`src/rtl/rtc_pkg.sv`:
```
// constants, register map and state codes of the calendar core
// assumes a 40 MHz ref_clk and a 32.768 kHz crystal sampled by it
package rtc_pkg;

    // fixed seven-bit bus address of the device
    localparam logic [6:0] SLAVE_ADDR = 7'h51;

    // register offsets
    localparam logic [7:0] ADDR_CTL1      = 8'h00;
    localparam logic [7:0] ADDR_CTL2      = 8'h01;
    localparam logic [7:0] ADDR_SEC       = 8'h02;
    localparam logic [7:0] ADDR_MIN       = 8'h03;
    localparam logic [7:0] ADDR_HOUR      = 8'h04;
    localparam logic [7:0] ADDR_DATE      = 8'h05;
    localparam logic [7:0] ADDR_WDAY      = 8'h06;
    localparam logic [7:0] ADDR_MON       = 8'h07;
    localparam logic [7:0] ADDR_YEAR      = 8'h08;
    localparam logic [7:0] ADDR_ALM_MIN   = 8'h09;
    localparam logic [7:0] ADDR_ALM_HOUR  = 8'h0A;
    localparam logic [7:0] ADDR_ALM_DATE  = 8'h0B;
    localparam logic [7:0] ADDR_ALM_WDAY  = 8'h0C;
    localparam logic [7:0] ADDR_SQCTL     = 8'h0D;
    localparam logic [7:0] ADDR_LAST      = 8'h0F;

    // bit positions
    localparam int FLAG_BIT  = 3;
    localparam int IRQEN_BIT = 1;
    localparam int STOP_BIT  = 7;
    localparam int OFF_BIT   = 7;
    localparam int SQEN_BIT  = 7;

    // implemented bits of each register
    localparam logic [7:0] MASK_SEC  = 8'h7F;
    localparam logic [7:0] MASK_MIN  = 8'h7F;
    localparam logic [7:0] MASK_HOUR = 8'h3F;
    localparam logic [7:0] MASK_DATE = 8'h3F;
    localparam logic [7:0] MASK_WDAY = 8'h07;
    localparam logic [7:0] MASK_MON  = 8'h1F;
    localparam logic [7:0] MASK_AHR  = 8'hBF;
    localparam logic [7:0] MASK_ADT  = 8'hBF;
    localparam logic [7:0] MASK_AWD  = 8'h87;

    // values after reset
    localparam logic       RST_STOP  = 1'b1;
    localparam logic       RST_SQEN  = 1'b1;
    localparam logic       RST_IRQEN = 1'b0;
    localparam logic       RST_FLAG  = 1'b0;
    localparam logic [1:0] RST_RS   = 2'h0;
    localparam logic [7:0] RST_DATE = 8'h01;
    localparam logic [7:0] RST_MON  = 8'h01;

    // counter limits in BCD
    localparam logic [7:0] SEC_LAST  = 8'h59;
    localparam logic [7:0] HOUR_LAST = 8'h23;
    localparam logic [7:0] WDAY_LAST = 8'h06;
    localparam logic [7:0] MON_LAST  = 8'h12;
    localparam logic [7:0] YEAR_LAST = 8'h99;
    localparam logic [7:0] DAY_FIRST = 8'h01;

    // crystal divider: wrap value and square-wave taps
    localparam logic [14:0] DIV_LAST = 15'h7FFF;
    localparam int TAP_1K  = 4;
    localparam int TAP_32  = 9;
    localparam int TAP_1   = 14;
    localparam logic [1:0] FSEL_32K = 2'h0;
    localparam logic [1:0] FSEL_1K  = 2'h1;
    localparam logic [1:0] FSEL_32  = 2'h2;
    localparam logic [1:0] FSEL_1   = 2'h3;

    // oscillator-stop watchdog, least time rounded up to cycles
    localparam int CLK_PERIOD_NS = 25;
    localparam int OSC_STOP_NS   = 100000;
    localparam logic [11:0] OSC_STOP_CYC =
        12'((OSC_STOP_NS + CLK_PERIOD_NS - 1) / CLK_PERIOD_NS);

    // two-wire slave states, gray along idle-rx-ack-tx-txack
    typedef enum logic [2:0] {
        BUS_IDLE  = 3'h0,
        BUS_RX    = 3'h1,
        BUS_ACK   = 3'h3,
        BUS_TX    = 3'h2,
        BUS_TXACK = 3'h6
    } bus_state_t;

endpackage

```
`src/rtl/bcd_calendar_alarm_sqw.sv`:
```
// calendar, alarm and square-wave core with its two-wire slave port
// assumes scl, sda and crystal arrive asynchronously; pads resolve oe
module bcd_calendar_alarm_sqw (
    input  wire logic ref_clk,
    input  wire logic sys_rst,
    input  wire logic scl_in,
    input  wire logic sda_in,
    output logic      sda_out,
    output logic      sda_oe,
    input  wire logic crystal_in,
    output logic      square_wave_output,
    output logic      square_wave_oe,
    output logic      alarm_int_out,
    output logic      alarm_int_oe
);

    typedef struct packed {
        logic [1:0]          scl_sync;
        logic                scl_prev;
        logic [1:0]          sda_sync;
        logic                sda_prev;
        logic [1:0]          xtal_sync;
        logic                xtal_prev;
        logic [14:0]         div;
        logic [11:0]         stop_cnt;
        rtc_pkg::bus_state_t bus;
        logic [3:0]          bit_cnt;
        logic [7:0]          shift;
        logic [1:0]          phase;
        logic                rd_mode;
        logic [7:0]          ptr;
        logic                sda_drive;
        logic                alm_flag;
        logic                irq_en;
        logic                stop_flag;
        logic [7:0]          sec;
        logic [7:0]          min;
        logic [7:0]          hour;
        logic [7:0]          date;
        logic [7:0]          wday;
        logic [7:0]          mon;
        logic [7:0]          year;
        logic [7:0]          alm_min;
        logic [7:0]          alm_hour;
        logic [7:0]          alm_date;
        logic [7:0]          alm_wday;
        logic                sq_en;
        logic [1:0]          rs;
        logic                match_prev;
        logic                sq_level;
        logic                int_drive;
        logic                tie_low;
    } core_t;

    core_t s_q;
    core_t s_d;

    logic scl_s;
    logic sda_s;
    logic xtal_s;
    logic scl_rise;
    logic scl_fall;
    logic bus_start;
    logic bus_stop;
    logic xtal_rise;
    logic sec_tick;
    logic osc_stopped;
    logic alarm_hit;
    logic wr_en;
    logic [7:0] wr_data;

    // BCD plus one, units 9 carry into tens
    function automatic logic [7:0] bcd_inc(input logic [7:0] v);
        if (v[3:0] == 4'h9) begin
            bcd_inc = {v[7:4] + 4'h1, 4'h0};
        end else begin
            bcd_inc = {v[7:4], v[3:0] + 4'h1};
        end
    endfunction

    // two-digit BCD year divisible by four
    function automatic logic is_leap(input logic [7:0] y);
        if (y[4]) begin
            is_leap = (y[3:0] == 4'h2) || (y[3:0] == 4'h6);
        end else begin
            is_leap = (y[3:0] == 4'h0) || (y[3:0] == 4'h4)
                   || (y[3:0] == 4'h8);
        end
    endfunction

    // last date of a month in BCD
    function automatic logic [7:0] month_end(input logic [7:0] m,
                                             input logic [7:0] y);
        unique case (m)
            8'h02: month_end = is_leap(y) ? 8'h29 : 8'h28;
            8'h04, 8'h06, 8'h09, 8'h11: month_end = 8'h30;
            default: month_end = 8'h31;
        endcase
    endfunction

    // register read mux, unmapped and unused bits read zero
    function automatic logic [7:0] rd_reg(input logic [7:0] a,
                                          input core_t c);
        rd_reg = 8'h00;
        unique case (a)
            rtc_pkg::ADDR_CTL2: begin
                rd_reg[rtc_pkg::FLAG_BIT]  = c.alm_flag;
                rd_reg[rtc_pkg::IRQEN_BIT] = c.irq_en;
            end
            rtc_pkg::ADDR_SEC:      rd_reg = {c.stop_flag, c.sec[6:0]};
            rtc_pkg::ADDR_MIN:      rd_reg = c.min;
            rtc_pkg::ADDR_HOUR:     rd_reg = c.hour;
            rtc_pkg::ADDR_DATE:     rd_reg = c.date;
            rtc_pkg::ADDR_WDAY:     rd_reg = c.wday;
            rtc_pkg::ADDR_MON:      rd_reg = c.mon;
            rtc_pkg::ADDR_YEAR:     rd_reg = c.year;
            rtc_pkg::ADDR_ALM_MIN:  rd_reg = c.alm_min;
            rtc_pkg::ADDR_ALM_HOUR: rd_reg = c.alm_hour;
            rtc_pkg::ADDR_ALM_DATE: rd_reg = c.alm_date;
            rtc_pkg::ADDR_ALM_WDAY: rd_reg = c.alm_wday;
            rtc_pkg::ADDR_SQCTL: begin
                rd_reg[rtc_pkg::SQEN_BIT] = c.sq_en;
                rd_reg[1:0]               = c.rs;
            end
            default: rd_reg = 8'h00;
        endcase
    endfunction

    // synchronised pins and their edges
    assign scl_s     = s_q.scl_sync[1];
    assign sda_s     = s_q.sda_sync[1];
    assign xtal_s    = s_q.xtal_sync[1];
    assign scl_rise  = scl_s & ~s_q.scl_prev;
    assign scl_fall  = ~scl_s & s_q.scl_prev;
    assign bus_start = scl_s & s_q.sda_prev & ~sda_s;
    assign bus_stop  = scl_s & ~s_q.sda_prev & sda_s;
    assign xtal_rise = xtal_s & ~s_q.xtal_prev;
    assign sec_tick  = xtal_rise & (s_q.div == rtc_pkg::DIV_LAST);
    assign osc_stopped = (s_q.stop_cnt == rtc_pkg::OSC_STOP_CYC);

    // alarm compare over participating fields only
    assign alarm_hit =
        ~(&{s_q.alm_min[rtc_pkg::OFF_BIT], s_q.alm_hour[rtc_pkg::OFF_BIT],
            s_q.alm_date[rtc_pkg::OFF_BIT], s_q.alm_wday[rtc_pkg::OFF_BIT]})
        & (s_q.alm_min[rtc_pkg::OFF_BIT]
           | (s_q.alm_min[6:0] == s_q.min[6:0]))
        & (s_q.alm_hour[rtc_pkg::OFF_BIT]
           | (s_q.alm_hour[5:0] == s_q.hour[5:0]))
        & (s_q.alm_date[rtc_pkg::OFF_BIT]
           | (s_q.alm_date[5:0] == s_q.date[5:0]))
        & (s_q.alm_wday[rtc_pkg::OFF_BIT]
           | (s_q.alm_wday[2:0] == s_q.wday[2:0]));

    // next state of the whole core
    always_comb begin
        s_d     = s_q;
        wr_en   = 1'b0;
        wr_data = s_q.shift;

        // two-flop synchronisers, then previous values for edges
        s_d.scl_sync  = {s_q.scl_sync[0], scl_in};
        s_d.sda_sync  = {s_q.sda_sync[0], sda_in};
        s_d.xtal_sync = {s_q.xtal_sync[0], crystal_in};
        s_d.scl_prev  = scl_s;
        s_d.sda_prev  = sda_s;
        s_d.xtal_prev = xtal_s;

        // crystal divider and stop watchdog
        if (xtal_rise) begin
            s_d.div = s_q.div + 15'h0001;
        end
        if (xtal_s != s_q.xtal_prev) begin
            s_d.stop_cnt = 12'h000;
        end else if (!osc_stopped) begin
            s_d.stop_cnt = s_q.stop_cnt + 12'h001;
        end

        // time and calendar cascade on the seconds tick
        if (sec_tick) begin
            if (s_q.sec[6:0] == rtc_pkg::SEC_LAST[6:0]) begin
                s_d.sec = 8'h00;
                if (s_q.min == rtc_pkg::SEC_LAST) begin
                    s_d.min = 8'h00;
                    if (s_q.hour == rtc_pkg::HOUR_LAST) begin
                        s_d.hour = 8'h00;
                        s_d.wday = (s_q.wday == rtc_pkg::WDAY_LAST)
                                 ? 8'h00 : bcd_inc(s_q.wday);
                        if (s_q.date == month_end(s_q.mon, s_q.year)) begin
                            s_d.date = rtc_pkg::DAY_FIRST;
                            if (s_q.mon == rtc_pkg::MON_LAST) begin
                                s_d.mon = rtc_pkg::DAY_FIRST;
                                s_d.year = (s_q.year == rtc_pkg::YEAR_LAST)
                                         ? 8'h00 : bcd_inc(s_q.year);
                            end else begin
                                s_d.mon = bcd_inc(s_q.mon);
                            end
                        end else begin
                            s_d.date = bcd_inc(s_q.date);
                        end
                    end else begin
                        s_d.hour = bcd_inc(s_q.hour);
                    end
                end else begin
                    s_d.min = bcd_inc(s_q.min);
                end
            end else begin
                s_d.sec = bcd_inc(s_q.sec);
            end
        end

        // two-wire slave: start wins from any state, stop releases
        if (bus_start) begin
            s_d.bus       = rtc_pkg::BUS_RX;
            s_d.bit_cnt   = 4'h0;
            s_d.phase     = 2'h0;
            s_d.sda_drive = 1'b0;
        end else if (bus_stop) begin
            s_d.bus       = rtc_pkg::BUS_IDLE;
            s_d.sda_drive = 1'b0;
        end else begin
            unique case (s_q.bus)
                rtc_pkg::BUS_IDLE: s_d.sda_drive = 1'b0;
                rtc_pkg::BUS_RX: begin
                    if (scl_rise && s_q.bit_cnt != 4'h8) begin
                        s_d.shift   = {s_q.shift[6:0], sda_s};
                        s_d.bit_cnt = s_q.bit_cnt + 4'h1;
                    end else if (scl_fall && s_q.bit_cnt == 4'h8) begin
                        s_d.bit_cnt   = 4'h0;
                        s_d.bus       = rtc_pkg::BUS_ACK;
                        s_d.sda_drive = 1'b1;
                        unique case (s_q.phase)
                            2'h0: begin
                                if (s_q.shift[7:1] == rtc_pkg::SLAVE_ADDR)
                                begin
                                    s_d.rd_mode = s_q.shift[0];
                                    s_d.phase   = 2'h1;
                                end else begin
                                    s_d.bus       = rtc_pkg::BUS_IDLE;
                                    s_d.sda_drive = 1'b0;
                                end
                            end
                            2'h1: begin
                                if (s_q.shift <= rtc_pkg::ADDR_LAST) begin
                                    s_d.ptr   = s_q.shift;
                                    s_d.phase = 2'h2;
                                end else begin
                                    s_d.bus       = rtc_pkg::BUS_IDLE;
                                    s_d.sda_drive = 1'b0;
                                end
                            end
                            default: begin
                                if (s_q.ptr <= rtc_pkg::ADDR_LAST) begin
                                    wr_en   = 1'b1;
                                    s_d.ptr = s_q.ptr + 8'h01;
                                end else begin
                                    s_d.bus       = rtc_pkg::BUS_IDLE;
                                    s_d.sda_drive = 1'b0;
                                end
                            end
                        endcase
                    end
                end
                rtc_pkg::BUS_ACK: begin
                    if (scl_fall) begin
                        s_d.sda_drive = 1'b0;
                        if (s_q.rd_mode) begin
                            s_d.bus       = rtc_pkg::BUS_TX;
                            s_d.shift     = rd_reg(s_q.ptr, s_q);
                            s_d.sda_drive = ~s_d.shift[7];
                            s_d.ptr       = s_q.ptr + 8'h01;
                            s_d.bit_cnt   = 4'h1;
                        end else begin
                            s_d.bus = rtc_pkg::BUS_RX;
                        end
                    end
                end
                rtc_pkg::BUS_TX: begin
                    if (scl_fall) begin
                        if (s_q.bit_cnt == 4'h8) begin
                            s_d.sda_drive = 1'b0;
                            s_d.bus       = rtc_pkg::BUS_TXACK;
                        end else begin
                            s_d.shift     = {s_q.shift[6:0], 1'b0};
                            s_d.sda_drive = ~s_q.shift[6];
                            s_d.bit_cnt   = s_q.bit_cnt + 4'h1;
                        end
                    end
                end
                rtc_pkg::BUS_TXACK: begin
                    if (scl_rise) begin
                        s_d.bus = sda_s ? rtc_pkg::BUS_IDLE
                                        : rtc_pkg::BUS_ACK;
                    end
                end
                default: begin
                    s_d.bus       = rtc_pkg::BUS_IDLE;
                    s_d.sda_drive = 1'b0;
                end
            endcase
        end

        // host register writes override the cascade
        if (wr_en) begin
            unique case (s_q.ptr)
                rtc_pkg::ADDR_CTL2: s_d.irq_en = wr_data[rtc_pkg::IRQEN_BIT];
                rtc_pkg::ADDR_SEC:  s_d.sec = wr_data & rtc_pkg::MASK_SEC;
                rtc_pkg::ADDR_MIN:  s_d.min = wr_data & rtc_pkg::MASK_MIN;
                rtc_pkg::ADDR_HOUR: s_d.hour = wr_data & rtc_pkg::MASK_HOUR;
                rtc_pkg::ADDR_DATE: s_d.date = wr_data & rtc_pkg::MASK_DATE;
                rtc_pkg::ADDR_WDAY: s_d.wday = wr_data & rtc_pkg::MASK_WDAY;
                rtc_pkg::ADDR_MON:  s_d.mon = wr_data & rtc_pkg::MASK_MON;
                rtc_pkg::ADDR_YEAR: s_d.year = wr_data;
                rtc_pkg::ADDR_ALM_MIN:  s_d.alm_min = wr_data;
                rtc_pkg::ADDR_ALM_HOUR:
                    s_d.alm_hour = wr_data & rtc_pkg::MASK_AHR;
                rtc_pkg::ADDR_ALM_DATE:
                    s_d.alm_date = wr_data & rtc_pkg::MASK_ADT;
                rtc_pkg::ADDR_ALM_WDAY:
                    s_d.alm_wday = wr_data & rtc_pkg::MASK_AWD;
                rtc_pkg::ADDR_SQCTL: begin
                    s_d.sq_en = wr_data[rtc_pkg::SQEN_BIT];
                    s_d.rs   = wr_data[1:0];
                end
                default: s_d.tie_low = 1'b0;
            endcase
        end

        // flags: hardware set wins over a host clear
        s_d.match_prev = alarm_hit;
        s_d.alm_flag = (alarm_hit & ~s_q.match_prev)
               | (s_q.alm_flag & ~(wr_en && s_q.ptr == rtc_pkg::ADDR_CTL2
                             && !wr_data[rtc_pkg::FLAG_BIT]));
        s_d.stop_flag = osc_stopped
                | (s_q.stop_flag & ~(wr_en && s_q.ptr == rtc_pkg::ADDR_SEC
                               && !wr_data[rtc_pkg::STOP_BIT]));
        s_d.int_drive = s_d.alm_flag & s_d.irq_en;

        // square-wave source by frequency select
        unique case (s_d.rs)
            rtc_pkg::FSEL_32K: s_d.sq_level = xtal_s;
            rtc_pkg::FSEL_1K:  s_d.sq_level = s_q.div[rtc_pkg::TAP_1K];
            rtc_pkg::FSEL_32:  s_d.sq_level = s_q.div[rtc_pkg::TAP_32];
            rtc_pkg::FSEL_1:   s_d.sq_level = s_q.div[rtc_pkg::TAP_1];
        endcase

        // synchronous reset of all control state
        if (sys_rst) begin
            s_d          = '0;
            s_d.bus      = rtc_pkg::BUS_IDLE;
            s_d.stop_flag = rtc_pkg::RST_STOP;
            s_d.sq_en    = rtc_pkg::RST_SQEN;
            s_d.rs       = rtc_pkg::RST_RS;
            s_d.irq_en   = rtc_pkg::RST_IRQEN;
            s_d.alm_flag = rtc_pkg::RST_FLAG;
            s_d.date     = rtc_pkg::RST_DATE;
            s_d.mon      = rtc_pkg::RST_MON;
            s_d.alm_hour = rtc_pkg::MASK_AHR & 8'h80;
            s_d.alm_date = rtc_pkg::MASK_ADT & 8'h80;
            s_d.alm_wday = rtc_pkg::MASK_AWD & 8'h80;
            s_d.alm_min  = 8'h80;
        end
    end

    // state register
    always_ff @(posedge ref_clk) begin
        s_q <= s_d;
    end

    // pins straight from flops; pads pull released lines high
    assign sda_out            = s_q.tie_low;
    assign sda_oe             = s_q.sda_drive;
    assign square_wave_output = s_q.sq_level;
    assign square_wave_oe     = s_q.sq_en;
    assign alarm_int_out      = s_q.tie_low;
    assign alarm_int_oe       = s_q.int_drive;

endmodule

```
`config.mk`:
```
export PLATFORM = sky130hd
export DESIGN_NAME = bcd_calendar_alarm_sqw
export DESIGN_NICKNAME = d
export VERILOG_FILES = /design/src/rtl/rtc_pkg.sv /design/src/rtl/bcd_calendar_alarm_sqw.sv
export SDC_FILE = /design/constraint.sdc
export NUM_CORES = 1
export LEC_CHECK = 0
export ABC_AREA = 1
export BUFFER_PORTS_ARGS = -buffer_cell sky130_fd_sc_hd__buf_2
export CAP_MARGIN = 20
export CELL_PAD_IN_SITES_DETAIL_PLACEMENT = 1
export CELL_PAD_IN_SITES_GLOBAL_PLACEMENT = 1
export CORE_ASPECT_RATIO = 0.75
export CORE_UTILIZATION = 50
export DETAILED_ROUTE_END_ITERATION = 10
export PLACE_DENSITY_LB_ADDON = 0.1
export SETUP_SLACK_MARGIN = 0.1
export SLEW_MARGIN = 10
export SYNTH_ARGS = -nofsm -noshare
export SYNTH_HDL_FRONTEND = slang
export SYNTH_SLANG_ARGS = --single-unit
```
`constraint.sdc`:
```
create_clock -name ref_clk -period 5.9 [get_ports ref_clk]
set_clock_uncertainty 0.2 [all_clocks]
set_input_delay 0.295 -clock ref_clk [delete_from_list [all_inputs] [get_ports ref_clk]]
set_output_delay 0.295 -clock ref_clk [all_outputs]
set_load 0.005 [all_outputs]
```
After elaboration in Yosys (flattened, before gate mapping)
Cells that the tools add are included.
{ "op_classes": {"shifts": 0, "addsub": 18, "div_mod_pow": 0, "n_eq_ne": 76, "reduce_logical": 37, "n_mul": 0, "n_mux": 106, "order_cmp": 2, "bitwise": 38} }
{ "ops": {"columns": ["operator", "n"], "rows": [
  ["two-way mux 8 bit", 33],
  ["two-way mux 91 bit", 1],
  ["adder 4 x 1 -> 4 bit, second input constant", 15],
  ["equality test 8 x 3 -> 1 bit, second input constant", 7],
  ["equality test 8 x 4 -> 1 bit, second input constant", 7],
  ["two-way mux 56 bit", 1],
  ["two-way mux 12 bit", 4],
  ["two-way mux 48 bit", 1],
  ["two-way mux 40 bit", 1],
  ["equality test 4 bit, second input constant", 9],
  ["case mux 12 bit (3 select lines)", 1],
  ["AND reduction 7 bit", 5],
  ["two-way mux 32 bit", 1],
  ["case mux 8 bit (2 select lines)", 2],
  ["two-way mux 15 bit", 2],
  ["case mux 3 bit (10 select lines)", 1],
  ["inequality test 4 bit, second input constant", 7],
  ["two-way mux 1 bit", 27],
  ["equality test 8 x 2 -> 1 bit, second input constant", 3],
  ["inequality test 2 bit, second input constant", 12],
  ["case mux 1 bit (12 select lines)", 2],
  ["two-way mux 23 bit", 1],
  ["case mux 1 bit (11 select lines)", 2],
  ["two-way mux 3 bit", 6],
  ["other kinds (58)", 126]
]} }
{ "totals": {"rom_bits": 0, "in_bits": 5, "latch_bits": 0, "reg_bits": 154, "memories": 0, "mem_bits_rw": 0, "output_inout_bits": 6} }

Longest topological paths before layout
{ "logic_depth": {"ltp_word": 25, "ltp_mapped": 16, "mapped_depth_nobuf": 15} }

Worst setup path after synthesis
Ideal clock, no wire load.
{ "synth_path": {"kind": "reg2reg", "startpoint": "register s_q[152] in the netlist's numbering", "endpoint": "register s_q[39] in the netlist's numbering", "stages_incl_launch_ff": 17, "arrival_ns": 1.946, "setup_ns": 0.109, "synth_period_minus_slack_ns": 2.256, "required_ns": 5.591, "slack_ns": 3.644, "n_path_buf": 1, "path_cell_list": "dfxtp_1 > inv_1 > ha_1 > buf_4 > nand2_2 > nor2_2 > nand4_4 > nor3_4 > nand3_4 > clkinv_2 > nand2_4 > clkinv_2 > nand2_2 > nand2_1 > nand3_1 > nand2_1 > inv_1"} }
{ "synth_via": {"elab_chain_len": 6} }
{ "synth_rtl": {"columns": ["item", "line", "source"], "rows": [
  ["start, declared", "bcd_calendar_alarm_sqw.sv:55", "core_t s_q;"],
  ["start signal, assigned", "bcd_calendar_alarm_sqw.sv:366", "s_q <= s_d;"],
  ["inverter 1 bit (*)", "bcd_calendar_alarm_sqw.sv:137", "assign xtal_rise = xtal_s & ~s_q.xtal_prev;"],
  ["AND 1 bit (*)", "bcd_calendar_alarm_sqw.sv:137", null],
  ["named net xtal_rise", "bcd_calendar_alarm_sqw.sv:65", "logic xtal_rise;"],
  ["AND 1 bit (*)", "bcd_calendar_alarm_sqw.sv:138", "assign sec_tick = xtal_rise & (s_q.div == rtc_pkg::DIV_LAST);"],
  ["two-way mux 56 bit (*)", "bcd_calendar_alarm_sqw.sv:179", "if (sec_tick) begin"],
  ["two-way mux 8 bit", "bcd_calendar_alarm_sqw.sv:304", "unique case (s_q.ptr)"],
  ["two-way mux 91 bit (*)", "bcd_calendar_alarm_sqw.sv:303", "if (wr_en) begin"]
]} }
Mark *: on every way through the listed nets, which the timed path passes. The rest lies on a longest branch.
A chain may end at the register's enable or synchronous reset.

Worst setup path after layout
{ "layout_path": {"startpoint": "register s_q[80] in the netlist's numbering", "endpoint": "register s_q[50] in the netlist's numbering"} }
{ "layout_via": {"elab_chain_len": 6} }
{ "layout_rtl": {"columns": ["item", "line", "source"], "rows": [
  ["equality test 8 x 7 -> 1 bit (*)", "bcd_calendar_alarm_sqw.sv:182", "if (s_q.min == rtc_pkg::SEC_LAST) begin"],
  ["two-way mux 40 bit (*)", "bcd_calendar_alarm_sqw.sv:182", null],
  ["two-way mux 48 bit (*)", "bcd_calendar_alarm_sqw.sv:180", "if (s_q.sec[6:0] == rtc_pkg::SEC_LAST[6:0]) begin"],
  ["two-way mux 56 bit (*)", "bcd_calendar_alarm_sqw.sv:179", null],
  ["two-way mux 8 bit", "bcd_calendar_alarm_sqw.sv:304", null],
  ["two-way mux 91 bit (*)", "bcd_calendar_alarm_sqw.sv:303", null]
]} }
Every way passes the cells marked *; elsewhere a longest branch is shown, timed or not.

==> out/summary.md <==
For the final hold violation count, the log shows 0. The area of the mapped netlist is 9330 µm², and the first-pass iteration count of the detailed router is 6. Along the worst path, the maximum fanout reaches 12. The share of total power dissipated in combinational logic is 2.7%. The logs give 0 for the number of warning messages in the yosys log and 2.20 mW for the total power consumption of the routed design. The flow ran to the end, and the final reports show no timing, DRC or antenna violations. By area the synthesized netlist is led by sky130_fd_sc_hd__dfxtp_1 (33%), sky130_fd_sc_hd__nand2_1 (9.2%), sky130_fd_sc_hd__inv_1 (9.0%). The tools report the arrival time at the worst endpoint as 3.64 ns. After layout, the worst path uses 59.5% of the clock period. Among all flip-flop cells after synthesis, the most frequent one is sky130_fd_sc_hd__dfxtp_1. The worst setup path is launched from a flip-flop.

The filler cell count is 2486, and the number of instances in the synthesized netlist is 1417. By count the netlist is led by sky130_fd_sc_hd__nand2_1 (229), sky130_fd_sc_hd__inv_1 (223), sky130_fd_sc_hd__nor2_1 (163). After clock tree synthesis, the setup repair step added 0 buffers. Based on the critical path, the design can be clocked at up to 285 MHz.

Number of hold buffers added after cts: 3. The routed layout has 10340 vias. The core region is 18000 µm².

The final critical delay including setup and external delays is 3.51 ns. The top-level port count is 11, and the transition time of the tightest slew-check pin is 0.953 ns. Cell internal power was estimated by the tool at 1.62 mW. The sequential cell area fraction in the yosys report is 32.8%.

Counting flops and latches in the post-synthesis netlist gives 153. The initialized floorplan defines 42 standard-cell rows. The run gives 0.45 ns as the clock insertion delay at the later pin of the skew report. Type of element capturing the critical path: a flip-flop. At the end of routability-driven placement, the weighted congestion stood at 1.01. For this design the total switching power over the nets is 0.577 mW. TritonCTS built the clock tree. The clock passes through at most 2 buffers. The tools report the final count of pins violating max slew as 0. For this design the ratio of total power to cell area is 216 nW/µm². The standard cell with the maximum stage delay on the critical path was sky130_fd_sc_hd__nor2_1. In this run, flip-flops and latches consume 47.5% of the power. The worst setup path is of the flip-flop to flip-flop kind. Setup violations remaining at the end of the flow were counted as 0.

The clock tree synthesis step divided the H-tree into 4 levels. Once detail routing completed, the nets flagged for antenna violations numbered 0. The routed design has 35800 µm of wire.

Path class of the lowest-slack min-delay path: flip-flop to flip-flop. The wire length per cell after detailed routing works out to 21.3 µm. Cells with a size suffix above 1 make up 5.72% of the layout.

The run gives 51.9% as the initial core utilization. The final-layout worst hold slack was 0.216 ns. After synthesis, the share of flip-flops with an asynchronous set or reset is 0%. After clock tree synthesis, the clock-pin slew on the worst setup and hold paths is 0.07 ns.

The count of distinct cell types in the synthesized netlist is 52. The run gives 6.04 ns as the required time at the worst-slack endpoint. The clock network burns 49.8% of the power. The floorplan step defined a die boundary enclosing 19200 µm². The most instantiated library cell after synthesis is sky130_fd_sc_hd__nand2_1. The largest single stage delay on the critical path is 0.59 ns.

The tool flagged a number of max-cap violations equal to 0. The global-route total usage across every layer is 38.0%. The detailed-route vias per instance works out to 6.17. Of the total power, the share spent switching nets is 26.2%. Counting flops with a built-in enable in the synthesized netlist gives 0. The final layout contains 1458 nets. The clock net in this run drives a total of 153 sinks.

Height of the die: 120 µm. The tools report the root buffer cell as sky130_fd_sc_hd__clkbuf_16. The critical path goes through inv_1 -> ha_1 -> nand3_1 -> nor2_1 -> inv_2 -> nor2_1 -> inv_1 -> nor2_2 -> nand2_1 -> a21oi_1 -> nand2_1 -> nand2_1 -> inv_1.

The top cell type by area accounts for 32.8% of the synthesized area. In this run the mean area of a mapped cell was 6.59 µm². Summed over all layers, the global routing overflow is 0. The first global-routing pass estimated 56600 µm of wire. For the largest net degree at the start of global routing, the log shows 42. Setup repair after global routing left no endpoint under its margin. The largest area contributor in the netlist was sky130_fd_sc_hd__dfxtp_1. Detailed placement ended at an HPWL of 25700 µm. In this run, post-CTS repair resized a total of 0 instances. The run gives 0 as the residual DRC count. The final sum of negative setup slack was 0 ns. The number of antenna violations at the first check in global routing is 2.

The via count of the first global-routing pass was 10155; the count of input and output buffers was 8. Summed over all cells, the static leakage comes to 4.28 nW. In this run, the number of DRC markers left after iteration 0 of detailed routing was 1369. The die width came out at 160 µm.

Headroom to the max-slew limit came out at 36.3%. Across the VDD grid, the largest voltage drop is 138 µV. Buffers inserted during clock tree synthesis total 17. The relative area change from synthesis to final layout was 9.01%.
## metal layers
layer  track usage (%)  wire (µm)  up-vias
met3              8.82       3900       80
met2              56.9      15000      559
met5                 0          0        -
met1              53.5      16000     4979
met4              12.9        877        0
li1                  -          -     4722
## layout make-up
cell class                 instances  area, µm²  area share, %
clock buffer                      18        439           4.32
tap                              242        303           2.98
timing repair buffer              14       92.6          0.910
antenna                            1       2.50         0.0246
multi-input combinational       1001       5270           51.8
sequential                       153       3060           30.1
clock inverter                    13        128           1.25
inverter                         234        881           8.66
## critical path, delay by kind of cell, from the launching register on
family	cells	cell delay, ns
buffers and inverters	4	0.48
adders and majority gates	1	0.17
DFF	1	0.35
and+or+nand+nor	7	2.01
AOI/OAI and AO/OA	1	0.19
## placed cells by master, fill, tap and decap left out, types with 11 or more instances in the layout
cell type,synthesis,layout
sky130_fd_sc_hd__clkbuf_16,0,17
sky130_fd_sc_hd__o22ai_1,40,40
sky130_fd_sc_hd__dfxtp_1,153,153
sky130_fd_sc_hd__ha_1,32,32
sky130_fd_sc_hd__a21oi_1,108,108
sky130_fd_sc_hd__a211oi_1,11,11
sky130_fd_sc_hd__xor2_1,20,20
sky130_fd_sc_hd__nand2_1,229,229
sky130_fd_sc_hd__nand4_1,34,34
sky130_fd_sc_hd__o21ai_0,131,131
sky130_fd_sc_hd__nor3_1,31,30
sky130_fd_sc_hd__nand3_1,93,93
sky130_fd_sc_hd__nor2_1,163,163
sky130_fd_sc_hd__o211ai_1,16,16
sky130_fd_sc_hd__inv_1,223,222
## logic make-up after synthesis
family	count (synthesis)	synth area share [%]
xor+xnor	28	2.63
fa+ha+maj	32	4.29
simple gates	600	29.3
other cells	1	0.0402
flops	153	32.8
buf+inv	264	10.9
compound gates	339	20.1
## metrics by stage
step / utilization (%) / cell area, µm² / setup slack, ns / std cells
after global routing: 56.6 / 10200 / 2.16 / 1675
after global placement: 53.3 / 9570 / 2.77 / 1641
after detailed placement: 53.3 / 9570 / 2.58 / 1641
after CTS: 56.6 / 10200 / 2.47 / 1675
after floorplan: - / 9340 / 3.64 / 1418
final: 56.6 / 10200 / 2.39 / 1676
## flip-flops by register name, indices dropped and copies added (netlist names)
register and count:
alarm_int_oe 1, sda_oe 1, wr_data 8, square_wave_output 1, s_q 141, square_wave_oe 1
## power groups by stage
stage	clock network [mW]	registers [mW]	logic [mW]
finish	1.10	1.04	0.0586
global route	1.14	1.05	0.0646
CTS	1.09	1.04	0.0571
detailed placement	0	1.07	0.0545
global placement	0	1.07	0.0531
floorplan	0	1.07	0.0378
## path summary, 6_finish.rpt
path / start / to / slack [ns] / cells after the start
worst min-delay path: s_q[156] / s_q[157] / 0.22 / 2
worst max register to register: s_q[80] / s_q[50] / 2.39 / 13
worst max-delay path: s_q[80] / s_q[50] / 2.39 / 13
worst min register to register: s_q[156] / s_q[157] / 0.22 / 2
Power figures use the tool's default switching activity.
